**src/scsp_params.svh**
```systemverilog
// Offsets, field positions and reset values of the serial control port
`ifndef SCSP_PARAMS_SVH
`define SCSP_PARAMS_SVH
`define SCSP_REG_ADDR_CFG 8'h00
`define SCSP_REG_RST_CTL 8'h01
`define SCSP_ADDR_CFG_RST 8'h00
`define SCSP_SLEEP_RST 1'b0
`define SCSP_STRAP_BASE 7'h0C
`define SCSP_OVR_BIT 0
`define SCSP_SLEEP_BIT 7
`define SCSP_FULL_RST_BIT 1
`define SCSP_KEEP_RST_BIT 0
`define SCSP_STRAP_WAIT 2'h2
`endif

```
**src/scsp_pkg.sv**
```systemverilog
// Types of the serial control port
package scsp_pkg;
	typedef enum logic [4:0] {
		ST_IDLE = 5'h01,
		ST_RECV = 5'h02,
		ST_ACK = 5'h04,
		ST_SEND = 5'h08,
		ST_MACK = 5'h10
	} scsp_state_t;
	typedef enum logic [1:0] {
		PH_ADDR = 2'h0,
		PH_PTR = 2'h1,
		PH_DATA = 2'h2
	} scsp_phase_t;
endpackage : scsp_pkg

```
**src/scsp_serial_control_slave_port.sv**
```systemverilog
// Serial control slave port with address strap and reset registers
// What this block does
// - Strap picks one of eight addresses
// - SDA falling while SCL high starts
// - SDA rising while SCL high stops
// - Matching address gets ACK low
// - Mismatch: release SDA, ignore transaction
// - Each written data byte is ACKed
// - Lines only pulled low, never high
// - Register address overrides strap when set
// - Sleep bit powers down without link
// - Bit one resets everything, self clears
// - Bit zero resets logic, keeps registers
`timescale 1ns/1ps
`default_nettype none
`include "scsp_params.svh"
module scsp_serial_control_slave_port
(
	// Clock and reset
	input wire logic I_CLK,
	input wire logic I_NRST,
	// Bus lines, open drain
	input wire logic I_SCL_IN,
	output logic O_SCL_OUT,
	output logic O_SCL_OE,
	input wire logic I_SDA_IN,
	output logic O_SDA_OUT,
	output logic O_SDA_OE,
	// Digitised strap ratio and link status
	input wire logic [2:0] I_ADDRESS_SELECT_STRAP,
	input wire logic I_LINK_DETECTED,
	// Power and reset controls
	output logic O_POWER_DOWN,
	output logic O_LOGIC_RESET
);
	// ----------------------------------------
	// Input synchronisers
	// ----------------------------------------
	logic [5:0] meta_reg;
	logic [5:0] sync_reg;
	logic scl_d_reg;
	logic sda_d_reg;
	wire logic scl_s = sync_reg[0];
	wire logic sda_s = sync_reg[1];
	wire logic link_s = sync_reg[2];
	wire logic [2:0] strap_s = sync_reg[5:3];

	// Two stages, pins are asynchronous
	always_ff @(posedge I_CLK or negedge I_NRST)
	begin
		if (!I_NRST)
		begin
			meta_reg <= 6'h03;
			sync_reg <= 6'h03;
			scl_d_reg <= 1'b1;
			sda_d_reg <= 1'b1;
		end
		else
		begin
			meta_reg <= {I_ADDRESS_SELECT_STRAP, I_LINK_DETECTED,
				I_SDA_IN, I_SCL_IN};
			sync_reg <= meta_reg;
			scl_d_reg <= scl_s;
			sda_d_reg <= sda_s;
		end
	end

	// Bus events
	// start detect
	wire logic start_det = scl_s & scl_d_reg & sda_d_reg & ~sda_s;
	wire logic stop_det = scl_s & scl_d_reg & ~sda_d_reg & sda_s;
	wire logic scl_rise = scl_s & ~scl_d_reg;
	wire logic scl_fall = ~scl_s & scl_d_reg;

	// ----------------------------------------
	// Strap capture and address select
	// ----------------------------------------
	logic [1:0] wait_reg;
	logic [6:0] strap_addr_reg;
	logic [7:0] addr_cfg_reg;
	logic sleep_reg;

	// Caught once the synchroniser has settled
	always_ff @(posedge I_CLK or negedge I_NRST)
	begin
		if (!I_NRST)
		begin
			wait_reg <= 2'h0;
			strap_addr_reg <= `SCSP_STRAP_BASE;
		end
		else if (wait_reg != 2'h3)
		begin
			wait_reg <= wait_reg + 2'h1;
			if (wait_reg == `SCSP_STRAP_WAIT)
				strap_addr_reg <= `SCSP_STRAP_BASE + {3'h0, strap_s, 1'b0};
		end
	end

	wire logic [6:0] own_addr = addr_cfg_reg[`SCSP_OVR_BIT] ?
		addr_cfg_reg[7:1] : strap_addr_reg;

	// ----------------------------------------
	// Protocol engine
	// ----------------------------------------
	scsp_pkg::scsp_state_t st_reg, st_next;
	scsp_pkg::scsp_phase_t ph_reg, ph_next;
	logic [3:0] cnt_reg, cnt_next;
	logic [7:0] sh_reg, sh_next;
	logic [7:0] ptr_reg, ptr_next;
	logic rw_reg, rw_next;
	logic oe_reg, oe_next;
	logic mack_reg, mack_next;
	logic wr_en;

	wire logic [7:0] rst_rd = {sleep_reg, 7'h00};
	wire logic [7:0] rd_byte = (ptr_reg == `SCSP_REG_ADDR_CFG) ?
		addr_cfg_reg : (ptr_reg == `SCSP_REG_RST_CTL) ? rst_rd : 8'h00;
	wire logic byte_done = scl_fall & (cnt_reg == 4'h8);
	wire logic addr_hit = sh_reg[7:1] == own_addr;

	// Next state; stop and start override any byte in flight
	always_comb
	begin
		st_next = st_reg;
		ph_next = ph_reg;
		cnt_next = cnt_reg;
		sh_next = sh_reg;
		ptr_next = ptr_reg;
		rw_next = rw_reg;
		oe_next = oe_reg;
		mack_next = mack_reg;
		wr_en = 1'b0;
		if (stop_det)
		begin
			st_next = scsp_pkg::ST_IDLE;
			oe_next = 1'b0;
		end
		else if (start_det)
		begin
			st_next = scsp_pkg::ST_RECV;
			ph_next = scsp_pkg::PH_ADDR;
			cnt_next = 4'h0;
			oe_next = 1'b0;
		end
		else
			unique case (st_reg)
				scsp_pkg::ST_IDLE:
					st_next = scsp_pkg::ST_IDLE;
				scsp_pkg::ST_RECV:
					if (scl_rise)
					begin
						sh_next = {sh_reg[6:0], sda_s};
						cnt_next = cnt_reg + 4'h1;
					end
					else if (byte_done)
					begin
						cnt_next = 4'h0;
						st_next = scsp_pkg::ST_ACK;
						oe_next = 1'b1;
						if (ph_reg == scsp_pkg::PH_ADDR)
						begin
							rw_next = sh_reg[0];
							if (!addr_hit)
							begin
								st_next = scsp_pkg::ST_IDLE;
								oe_next = 1'b0;
							end
						end
						else if (ph_reg == scsp_pkg::PH_PTR)
							ptr_next = sh_reg;
						else
						begin
							wr_en = 1'b1;
							ptr_next = ptr_reg + 8'h01;
						end
					end
				scsp_pkg::ST_ACK:
					if (scl_fall)
					begin
						ph_next = (ph_reg == scsp_pkg::PH_ADDR && !rw_reg) ?
							scsp_pkg::PH_PTR : scsp_pkg::PH_DATA;
						st_next = scsp_pkg::ST_RECV;
						oe_next = 1'b0;
						if (ph_reg == scsp_pkg::PH_ADDR && rw_reg)
						begin
							st_next = scsp_pkg::ST_SEND;
							sh_next = rd_byte;
							ptr_next = ptr_reg + 8'h01;
							oe_next = ~rd_byte[7];
						end
					end
				scsp_pkg::ST_SEND:
					if (scl_fall)
					begin
						cnt_next = cnt_reg + 4'h1;
						sh_next = {sh_reg[6:0], 1'b0};
						oe_next = ~sh_reg[6];
						if (cnt_reg == 4'h7)
						begin
							st_next = scsp_pkg::ST_MACK;
							cnt_next = 4'h0;
							oe_next = 1'b0;
						end
					end
				scsp_pkg::ST_MACK:
					if (scl_rise)
						mack_next = ~sda_s;
					else if (scl_fall)
					begin
						st_next = scsp_pkg::ST_IDLE;
						if (mack_reg)
						begin
							st_next = scsp_pkg::ST_SEND;
							sh_next = rd_byte;
							ptr_next = ptr_reg + 8'h01;
							oe_next = ~rd_byte[7];
						end
					end
				default:
					st_next = scsp_pkg::ST_IDLE;
			endcase
	end

	// Engine registers
	always_ff @(posedge I_CLK or negedge I_NRST)
	begin
		if (!I_NRST)
		begin
			st_reg <= scsp_pkg::ST_IDLE;
			ph_reg <= scsp_pkg::PH_ADDR;
			cnt_reg <= 4'h0;
			sh_reg <= 8'h00;
			ptr_reg <= 8'h00;
			rw_reg <= 1'b0;
			oe_reg <= 1'b0;
			mack_reg <= 1'b0;
		end
		else
		begin
			st_reg <= st_next;
			ph_reg <= ph_next;
			cnt_reg <= cnt_next;
			sh_reg <= sh_next;
			ptr_reg <= ptr_next;
			rw_reg <= rw_next;
			oe_reg <= oe_next;
			mack_reg <= mack_next;
		end
	end

	// ----------------------------------------
	// Registers and outputs
	// ----------------------------------------
	wire logic wr_rst = wr_en & (ptr_reg == `SCSP_REG_RST_CTL);
	wire logic full_req = wr_rst & sh_reg[`SCSP_FULL_RST_BIT];
	wire logic keep_req = wr_rst & sh_reg[`SCSP_KEEP_RST_BIT];
	logic full_rst_reg;

	// Reset bits are pulses, so they read back as zero
	always_ff @(posedge I_CLK or negedge I_NRST)
	begin
		if (!I_NRST)
		begin
			addr_cfg_reg <= `SCSP_ADDR_CFG_RST;
			sleep_reg <= `SCSP_SLEEP_RST;
			full_rst_reg <= 1'b0;
		end
		else
		begin
			full_rst_reg <= full_req;
			if (full_rst_reg)
			begin
				addr_cfg_reg <= `SCSP_ADDR_CFG_RST;
				sleep_reg <= `SCSP_SLEEP_RST;
			end
			else if (wr_en && ptr_reg == `SCSP_REG_ADDR_CFG)
				addr_cfg_reg <= sh_reg;
			else if (wr_rst)
				sleep_reg <= sh_reg[`SCSP_SLEEP_BIT];
		end
	end

	// Output flops; clock line is never driven by this slave
	always_ff @(posedge I_CLK or negedge I_NRST)
	begin
		if (!I_NRST)
		begin
			O_SCL_OUT <= 1'b0;
			O_SCL_OE <= 1'b0;
			O_SDA_OUT <= 1'b0;
			O_SDA_OE <= 1'b0;
			O_POWER_DOWN <= 1'b0;
			O_LOGIC_RESET <= 1'b0;
		end
		else
		begin
			O_SCL_OUT <= 1'b0;
			O_SCL_OE <= 1'b0;
			O_SDA_OUT <= 1'b0;
			O_SDA_OE <= oe_next;
			O_POWER_DOWN <= sleep_reg & ~link_s;
			O_LOGIC_RESET <= keep_req | full_req;
		end
	end
endmodule : scsp_serial_control_slave_port
`default_nettype wire

```
**config.mk**
```make
export PLATFORM = sky130hd
export DESIGN_NAME = scsp_serial_control_slave_port
export DESIGN_NICKNAME = d
export VERILOG_FILES = /design/src/scsp_pkg.sv /design/src/scsp_serial_control_slave_port.sv
export VERILOG_INCLUDE_DIRS = /design/src
export SDC_FILE = /design/constraint.sdc
export NUM_CORES = 1
export LEC_CHECK = 0
export ABC_AREA = 1
export ABC_CLOCK_PERIOD_IN_PS = 4400
export BUFFER_PORTS_ARGS = -buffer_cell sky130_fd_sc_hd__buf_2
export CAP_MARGIN = 10
export CORE_UTILIZATION = 40
export DETAILED_ROUTE_END_ITERATION = 10
export PLACE_DENSITY = 0.61
export SLEW_MARGIN = 20
export SYNTH_ARGS = -nofsm -noshare
export SYNTH_HDL_FRONTEND = slang
export SYNTH_SLANG_ARGS = --single-unit
```
**constraint.sdc**
```tcl
create_clock -name I_CLK -period 4.4 [get_ports I_CLK]
set_clock_uncertainty 0.1 [all_clocks]
set_input_delay 0.44 -clock I_CLK [delete_from_list [all_inputs] [get_ports I_CLK]]
set_output_delay 0.44 -clock I_CLK [all_outputs]
set_load 0.01 [all_outputs]
```
After elaboration in Yosys (flattened, before gate mapping)
Cells that the tools add are included.

word-level totals
  bits in registers = 65
  output and inout port bits = 6
  logic and storage cells = 173

cells by class
  add/sub/neg operators = 4
  eq/ne operators = 32
  muxes and demuxes = 71
  bitwise logic cells = 23
  reduce and logical (&&, ||, !) cells = 24

operators with widths
  operator                                                         number
  8-bit 2-to-1 mux                                                 20
  5-bit 2-to-1 mux                                                 9
  4-bit != test, second input constant                             9
  8-bit one-hot mux with 4 select lines                            1
  4-bit 2-to-1 mux                                                 7
  2-bit != test, second input constant                             12
  8-bit one-hot mux with 3 select lines                            1
  1-bit 2-to-1 mux                                                 23
  5-bit one-hot mux with 4 select lines                            1
  1-bit bitwise AND                                                12
  11-bit AND reduction                                             1
  1-bit inverter                                                   10
  10-bit AND reduction                                             1
  8-bit by 1-bit adder with 8-bit output, second input constant    1
  8-bit by 1-bit == test with 1-bit output, second input constant  1
  8-bit zero test                                                  1
  2-bit 2-to-1 mux                                                 4
  4-bit one-hot mux with 2 select lines                            1
  4-bit AND reduction                                              2
  8-bit AND reduction                                              1
  2-bit nonzero test                                               4
  7-bit == test                                                    1
  7-bit 2-to-1 mux                                                 1
  7-bit AND reduction                                              1
  24 further kinds                                                 29

Logic depth before layout (Yosys ltp)
Gate-level depths: netlist of run 1.

  depth after elaboration = 12
  mapped depth = 12

Least setup slack after synthesis of run 1
OpenSTA, ideal clock, no wires.

  path type = reg2reg
  from = register st_reg[0]
  to = register sh_reg[0]
  setup time = 0.117 ns
  data arrival time = 1.532 ns
  required time = 4.183 ns
  setup slack = 2.651 ns
  cell stages (with the launch flop) = 12
  period minus slack after synthesis = 1.749 ns
  cells stage by stage = dfstp_2 inv_1 nand2_1 nor2_4 nand3_2 nor2_2 inv_1 nand2_2 nor3_4 nand2_4 nand2_1 nand2_1

on the way
  longest elaborated chain between the ends = 3

RTL lines
  what                                                                  RTL line                               text
  start: declaration                                                    scsp_serial_control_slave_port.sv:105  scsp_pkg::scsp_state_t st_reg, st_next;
  start signal: assignment                                              scsp_serial_control_slave_port.sv:229  st_reg <= scsp_pkg::ST_IDLE;
  start signal: assignment                                              scsp_serial_control_slave_port.sv:240  st_reg <= st_next;
  5-bit == test (tied with other cells)                                 scsp_serial_control_slave_port.sv:146  unique case (st_reg)
  4-bit nonzero test (no source line) or 2-bit != test (tied branches)  n/a
  10-bit AND reduction (no source line)                                 n/a
  end signal: assignment                                                scsp_serial_control_slave_port.sv:243  sh_reg <= sh_next;
  end: declaration                                                      scsp_serial_control_slave_port.sv:108  logic [7:0] sh_reg, sh_next;

Several ways; a longest one is shown, not always the timed one.
A chain may end at the register's enable or synchronous reset.

Worst setup path after layout of run 1
  from = register st_reg[1]
  to = register ptr_reg[2]

on the way
  longest elaborated chain between the ends = 3

RTL lines
  what                                                                  RTL line                               text
  5-bit by 2-bit == test with 1-bit output (tied with other cells)      scsp_serial_control_slave_port.sv:146
  2-bit != test (no source line) or 3-bit nonzero test (tied branches)  n/a
  11-bit AND reduction (no source line)                                 n/a
  end signal: assignment                                                scsp_serial_control_slave_port.sv:244  ptr_reg <= ptr_next;
  end: declaration                                                      scsp_serial_control_slave_port.sv:109  logic [7:0] ptr_reg, ptr_next;

Several ways; a longest one is shown, not always the timed one.

==> qor.txt, run 1 <==
Boundary Pins: 14
Total Wirelength: 7.771 mm
CP Class: flop to flop
CTS Hold Bufs: 1
final worst slack: 2.247 ns
vias in the first global route: 2793
status: complete, no violations
via count: 2945
Reg clk slew, reported paths: 0.07 ns
GP Congestion: 0.9953
DRT antenna net count: 0
layout cells sized above 1: 0.1325
Avg WL per Cell: 13.56 um
Fin. Hold Viols: 0
Die Span X: 94.46 um
commonest non-fill, non-tap cell in the layout: nand2_1
global-route wire length before repair: 13.37 mm
mux cell area share after synthesis: 0
crit path launch type: flop
ant diodes: 0
adder and majority gate portion of the synthesized area: 0.02927
Die H: 94.46 um
DRC: 0
maximum clock path buffer count: 2
post-CTS setup buffers: 0
Netlist Area Pre-Place: 0.003420 mm2
CP max FO: 13
CTS Buf Count: 9
top post-synthesis cells by area: dfrtp_1 (39%), nand2_1 (13%), dfstp_2 (6.9%)
YS warnings: 0
CTS tree: built
post-synthesis register bit count: 62
die area: 0.008923 mm2
Critical Path RT: 4.56 ns
Main synth FF type: dfrtp_1
Synth Area in Compound Gates: 0.08708
total clock sinks: 62
Filler Cells Inserted: 856
Post-Synthesis Cells: 444
Worst Tran Pin Value: 0.6488 ns
row cnt: 33
Rel. slew slack: 0.5674
starting density of the core: 0.4141
initial DRC count: 204
pin count of the biggest net entering global routing: 52
RSZ-0062 raised after global routing: false
port buffer count: 10
Avg Cell Area, Syn: 7.702 um2
largest family of logic cells by synthesized area: simple AND/OR/NAND/NOR gates
Post-synth EDFFs: 0
cell taking the most area after synthesis: dfrtp_1
crit end category: flop
drt pass-1 iters: 5
gr usage total: 0.1982
Worst-Skew Late Latency: 0.34 ns
vias per cell: 5.140
f_max: 464.4 MHz
post-CTS sizing: 0
fin. max-slew vios: 0
fraction of registers with async set/reset: 1.000
Synth top area share: 0.3879
Max-Cap Viols: 0
min Tclk post-route: 2.153 ns
Tcrit/Tclk final: 0.4894
Peak supply drop: 0.2043 mV
post-route setup TNS: 0 ns
post-synthesis cell type count: 33
Total Nets Final: 479
initial antenna violation count: 0
H-tree depth: 3
HPWL after detailed placement: 5.637 mm
dpl ws: 2.267 ns
static leakage power: 1.939 nW
core area: 0.008258 mm2
Cell Pwr Density: 296.8 mW/mm2
root buffer cell: clkbuf_8
final setup vio count: 0
total grt overflow: 0
most frequent cells in the layout: nand2_1 (122), inv_1 (58), dfrtp_1 (53)
Synth Area in XOR/XNOR: 0.01281
Hold/Removal Path Class: input pin to flop
area grow syn2layout: 9.769%
CP Data Arrival Time: 2.31 ns
Post-Synth Simple-Gate Area: 0.3341
register area share after synthesis: 0.4570
cell type report:
cell class	count	area, um2	share of cell area
Clock buffer	12	145.1	0.03867
Clock inverter	4	22.52	0.006000
Inverter	61	229.0	0.06100
Multi-Input combinational cell	317	1595	0.4250
Sequential cell	62	1563	0.4163
Tap cell	105	131.4	0.03500
Timing Repair Buffer	12	67.56	0.01800
worst paths after layout:
| path | startpoint | endpoint | slack (ns) | depth (start not counted) |
|---|---|---|---|---|
| min in group asynchronous | I_NRST | st_reg[1] | 0.40 | 2 |
| worst min register to register | meta_reg[5] | sync_reg[5] | 0.25 | 0 |
| max in group asynchronous | I_NRST | ptr_reg[2] | 2.86 | 3 |
| worst min-delay path | I_SDA_IN | meta_reg[1] | 0.1 | 1 |
| worst max-delay path | st_reg[1] | ptr_reg[2] | 2.25 | 9 |
| worst max register to register | st_reg[1] | ptr_reg[2] | 2.25 | 9 |
metal layers:
metal	vias to the layer above	GRT usage	share of wire
li1	1457	-	-
met4	0	0.07702	0.020
met1	1367	0.2753	0.50
met5	-	0	0
met3	18	0.04509	0.050
met2	103	0.3001	0.43
cell usage after synthesis (2+ instances only):
cell and n:
a21oi_1 7, buf_2 2, buf_4 4, dfrtp_1 53, dfstp_2 9, ha_1 8, inv_1 58, inv_2 3
nand2_1 122, nand2_2 6, nand3_1 46, nand3_2 5, nand3b_1 2, nand4_1 8, nor2_1 40, nor2_2 3
nor2_4 4, nor3_1 3, nor3_2 2, o21ai_0 31, o21ai_1 4, o22ai_1 10, xnor2_1 2, xor2_1 3
stage by stage:
| stage | util | total power [W] | area [um2] | hold slack (ns) | std cells |
|---|---|---|---|---|---|
| after floorplan | - | 0.0006560 | 3427 | 0.04441 | 446 |
| after global placement | 0.4330 | 0.0006833 | 3576 | 0.2339 | 556 |
| after detailed placement | 0.4330 | 0.0006846 | 3576 | 0.2379 | 556 |
| after CTS | 0.4545 | 0.001131 | 3754 | 0.07694 | 573 |
| after global routing | 0.4545 | 0.001168 | 3754 | 0.07960 | 573 |
| final | 0.4545 | 0.001114 | 3754 | 0.09636 | 573 |
power by group:
group / internal, W / switching (W)
logic: 0.0000227 / 0.0000501
registers: 0.000590 / 0.0000108
clock network: 0.000217 / 0.000223
total: 0.000830 / 0.000284
critical path: stages, from the launching register on:
cell and delay, ns:
dfrtp_1 0.40, nor2_1 0.20, nand3_2 0.23, nand2_2 0.27, inv_1 0.10, nand2_1 0.28
inv_1 0.15, nand2_1 0.08, o21ai_0 0.07, o21ai_0 0.17
logic make-up after synthesis:
group,count (synthesis)
AND/OR/NAND/NOR,246
buffers and inverters,67
flip-flops,62
AO/OA/AOI/OAI,55
adder cells (fa/ha/maj),8
XOR/XNOR,5
other,1
(Power assumes the default switching activity.)
==> inputs of run 2 (changes only) <==
--- a/config.mk
+++ b/config.mk
@@ -6,8 +6,8 @@
 export SDC_FILE = /design/constraint.sdc
 export NUM_CORES = 1
 export LEC_CHECK = 0
-export ABC_AREA = 1
-export ABC_CLOCK_PERIOD_IN_PS = 4400
+export ABC_AREA = 0
+export ABC_CLOCK_PERIOD_IN_PS = 2000
 export BUFFER_PORTS_ARGS = -buffer_cell sky130_fd_sc_hd__buf_2
 export CAP_MARGIN = 10
 export CORE_UTILIZATION = 40
==> constraint.sdc (replaced) <==
create_clock -name I_CLK -period 2 [get_ports I_CLK]
set_clock_uncertainty 0.1 [all_clocks]
set_input_delay 0.2 -clock I_CLK [delete_from_list [all_inputs] [get_ports I_CLK]]
set_output_delay 0.2 -clock I_CLK [all_outputs]
set_load 0.01 [all_outputs]
==> run 2 against run 1 <==
  * Highest routed layer unchanged
  * Critical endpoint unchanged
  * Fmax is 3.4% higher
  * Sequential cell count unchanged
  * The run now ends with setup timing left
  * Global-route usage is 0.15 points higher
==> qor.txt, run 2 <==
Tcrit/Tclk final: 1.042 (+0.5523)
layout cells sized above 1: 0.3782 (+0.2457)
Peak supply drop: 0.5961 mV (+190%)
initial DRC count: 126 (-38%)
status: finished, violations left
max incr delay on CP: 0.50 ns (+0.10 ns)
min Tclk post-route: 2.083 ns (-0.06985 ns)
CP max FO: 8 (-5)
fraction of registers with async set/reset: 1.000 (unchanged)
final cell count without fillers: 536 (-6.5%)
total clock sinks: 62 (unchanged)
crit path launch type: flop
ant diodes: 0 (unchanged)
static leakage power: 2.094 nW (+8.0%)
Die Span X: 93.54 um (-0.97%)
HPWL after detailed placement: 5.550 mm (-1.6%)
Rel. slew slack: 0.6545 (+0.08710)
Synth top area share: 0.3957 (+0.007818)
placed cell areas: 0.003877 mm2 (+8.4%)
die area: 0.008750 mm2 (-1.9%)
Worst Tran Pin Value: 0.5142 ns (-0.1346 ns)
YS warnings: 0 (unchanged)
Post-synth EDFFs: 0 (unchanged)
CTS Buf Count: 9 (unchanged)
area grow syn2layout: 35.09%
most frequent CP cell: a21oi_1
vias in the first global route: 2779 (-0.50%)
Cell Pwr Density: 608.3 mW/mm2 (+100%)
most common cell in the netlist: dfrtp_1
Critical Path RT: 2.13 ns (-2.43 ns)
RSZ-0062 raised after global routing: true
Design Area, Final: 0.004528 mm2 (+21%)
row cnt: 33 (unchanged)
DRT antenna net count: 0 (unchanged)
total power: 0.002754 W (+150%)
GP Congestion: 0.9160 (-8.0%)
Post-Synthesis Cells: 349 (-21%)
final setup vio count: 20 (+20)
Avg Cell Area, Syn: 9.604 um2 (+25%)
Main synth FF type: dfrtp_1
commonest non-fill, non-tap cell in the layout: buf_4
DRC: 0 (unchanged)
f_max: 480.0 MHz (+3.4%)
dpl ws: -0.1516 ns (-2.419 ns)
post-route setup TNS: -0.8174 ns (-0.8174 ns)
violated checks: setup timing
fin. max-slew vios: 0 (unchanged)
cell count after placement: 499 (-10%)
Worst-Skew Late Latency: 0.35 ns (about the same)
maximum clock path buffer count: 2 (unchanged)
Die H: 93.54 um (-0.97%)
root buffer cell: clkbuf_8
pin count of the biggest net entering global routing: 47 (-9.6%)
initial antenna violation count: 0 (unchanged)
Total Nets Final: 442 (-7.7%)
Buf/Inv on CP: 2 (unchanged)
port buffer count: 10 (unchanged)
Netlist Area Pre-Place: 0.003352 mm2 (-2.0%)
Boundary Pins: 14 (unchanged)
most frequent cells in the layout: buf_4 (55), dfrtp_1 (50), nand2_1 (40)
vias per cell: 5.362 (+4.3%)
gr usage total: 0.1997 (+0.001474)
starting density of the core: 0.4100 (-0.004082)
Fin. Hold Viols: 0 (unchanged)
H-tree depth: 3 (unchanged)
register area share after synthesis: 0.4662 (+0.009212)
drt pass-1 iters: 4 (-1)
CP delay by family, top: simple AND/OR/NAND/NOR gates
crit path cell chain: nand2b_4 > or4_4 > o21ai_2 > a2111oi_4 > buf_4 > clkbuf_16 > a21oi_1 > a21oi_1
post-synthesis cell type count: 61 (+85%)
global-route wire length before repair: 13.39 mm (+0.20%)
CTS tree: built
top post-synthesis cells by area: dfrtp_1 (40%), dfstp_2 (7.1%), nand2_1 (5.0%)
cell taking the most area after synthesis: dfrtp_1
final worst slack: -0.08338 ns (-2.330 ns)
CP max stage cell: or4_4
Post-synth top cells: dfrtp_1 (53), nand2_1 (45), nand3_1 (29)
crit end category: flop
CP Data Arrival Time: 2.22 ns (-0.09 ns)
Hold/Removal Path Class: input pin to asynchronous set/reset pin
total grt overflow: 0 (unchanged)
via count: 2874 (-2.4%)
Total Wirelength: 8.209 mm (+5.6%)
Filler Cells Inserted: 706 (-18%)
post-synthesis register bit count: 62 (unchanged)
Avg WL per Cell: 15.32 um (+13%)
CP Class: flop to flop
core area: 0.008175 mm2 (-1.0%)
Max-Cap Viols: 0 (unchanged)
Reg clk slew, reported paths: 0.08 ns (about the same)
==> run 2: worst paths after layout <==
check	startpoint	endpoint	slack, ns	depth (start not counted)
min in group I_CLK	meta_reg[0]	sync_reg[0]	0.26	0
max in group asynchronous	I_NRST	strap_addr_reg[3]	0.93	3
setup / recovery	st_reg[3]	ptr_reg[2]	-0.08	8
hold / removal	I_NRST	cnt_reg[1]	0.24	2
setup reg to reg	st_reg[3]	ptr_reg[2]	-0.08	8
hold reg to reg	meta_reg[0]	sync_reg[0]	0.26	0
==> run 2: worst register-to-register path: stages, from the launching register on <==
cell and delay [ns]:
dfrtp_2 0.43, nand2b_4 0.16, or4_4 0.50, o21ai_2 0.21, a2111oi_4 0.08, buf_4 0.17, clkbuf_16 0.16, a21oi_1 0.12
a21oi_1 0.05
==> run 2: per-layer routing <==
metal | GRT usage | up-vias | share of wire
li1 | - | 1395 | -
met1 | 0.2748 | 1403 | 0.48
met2 | 0.3045 | 59 | 0.46
met3 | 0.04715 | 17 | 0.041
met4 | 0.07564 | 0 | 0.020
met5 | 0 | - | 0
==> run 2: report_power, final <==
| group | total [W] | switching (W) | internal [W] |
|---|---|---|---|
| clock | 0.00128 | 0.000557 | 0.000719 |
| sequential | 0.00131 | 0.0000200 | 0.00129 |
| combinational | 0.000170 | 0.0000928 | 0.0000769 |
==> run 2: cell type report <==
type	count	area, um2	share of cell area
multi-input combinational	260	1859	0.4106
sequential	62	1567	0.3460
timing repair buffer	83	705.7	0.1558
tap	105	131.4	0.02901
clock buffer	9	123.9	0.02736
clock inverter	7	103.9	0.02293
inverter	10	37.54	0.008290
==> run 2: repair_timing <==
item | 4_1_cts | 5_1_grt
hold buffers | 7 | 0
hold endpoints to repair | 15 | 0
gates resized for setup | 20 | 35
pin swaps | 4 | 16
setup endpoints to repair | 32 | 37
setup buffers | 7 | 6
gates cloned | 0 | 1
==> run 2: logic make-up after synthesis <==
group / Yosys count / share of synthesized area
simple gates: 137 / 0.2068
xor+xnor: 11 / 0.02874
compound gates: 83 / 0.1646
flops: 62 / 0.4662
fa+ha+maj: 8 / 0.02986
mux: 18 / 0.05786
buf+inv: 29 / 0.04479
other cells: 1 / 0.001119
==> run 2: stage by stage <==
step | util | hold slack [ns]
3_3_place_gp | 0.4743 | 0.06830
6_report | 0.5539 | 0.2377
4_1_cts | 0.5272 | 0.2526
5_1_grt | 0.5539 | 0.2593
2_1_floorplan | - | -0.1956
3_5_place_dp | 0.4743 | 0.06423
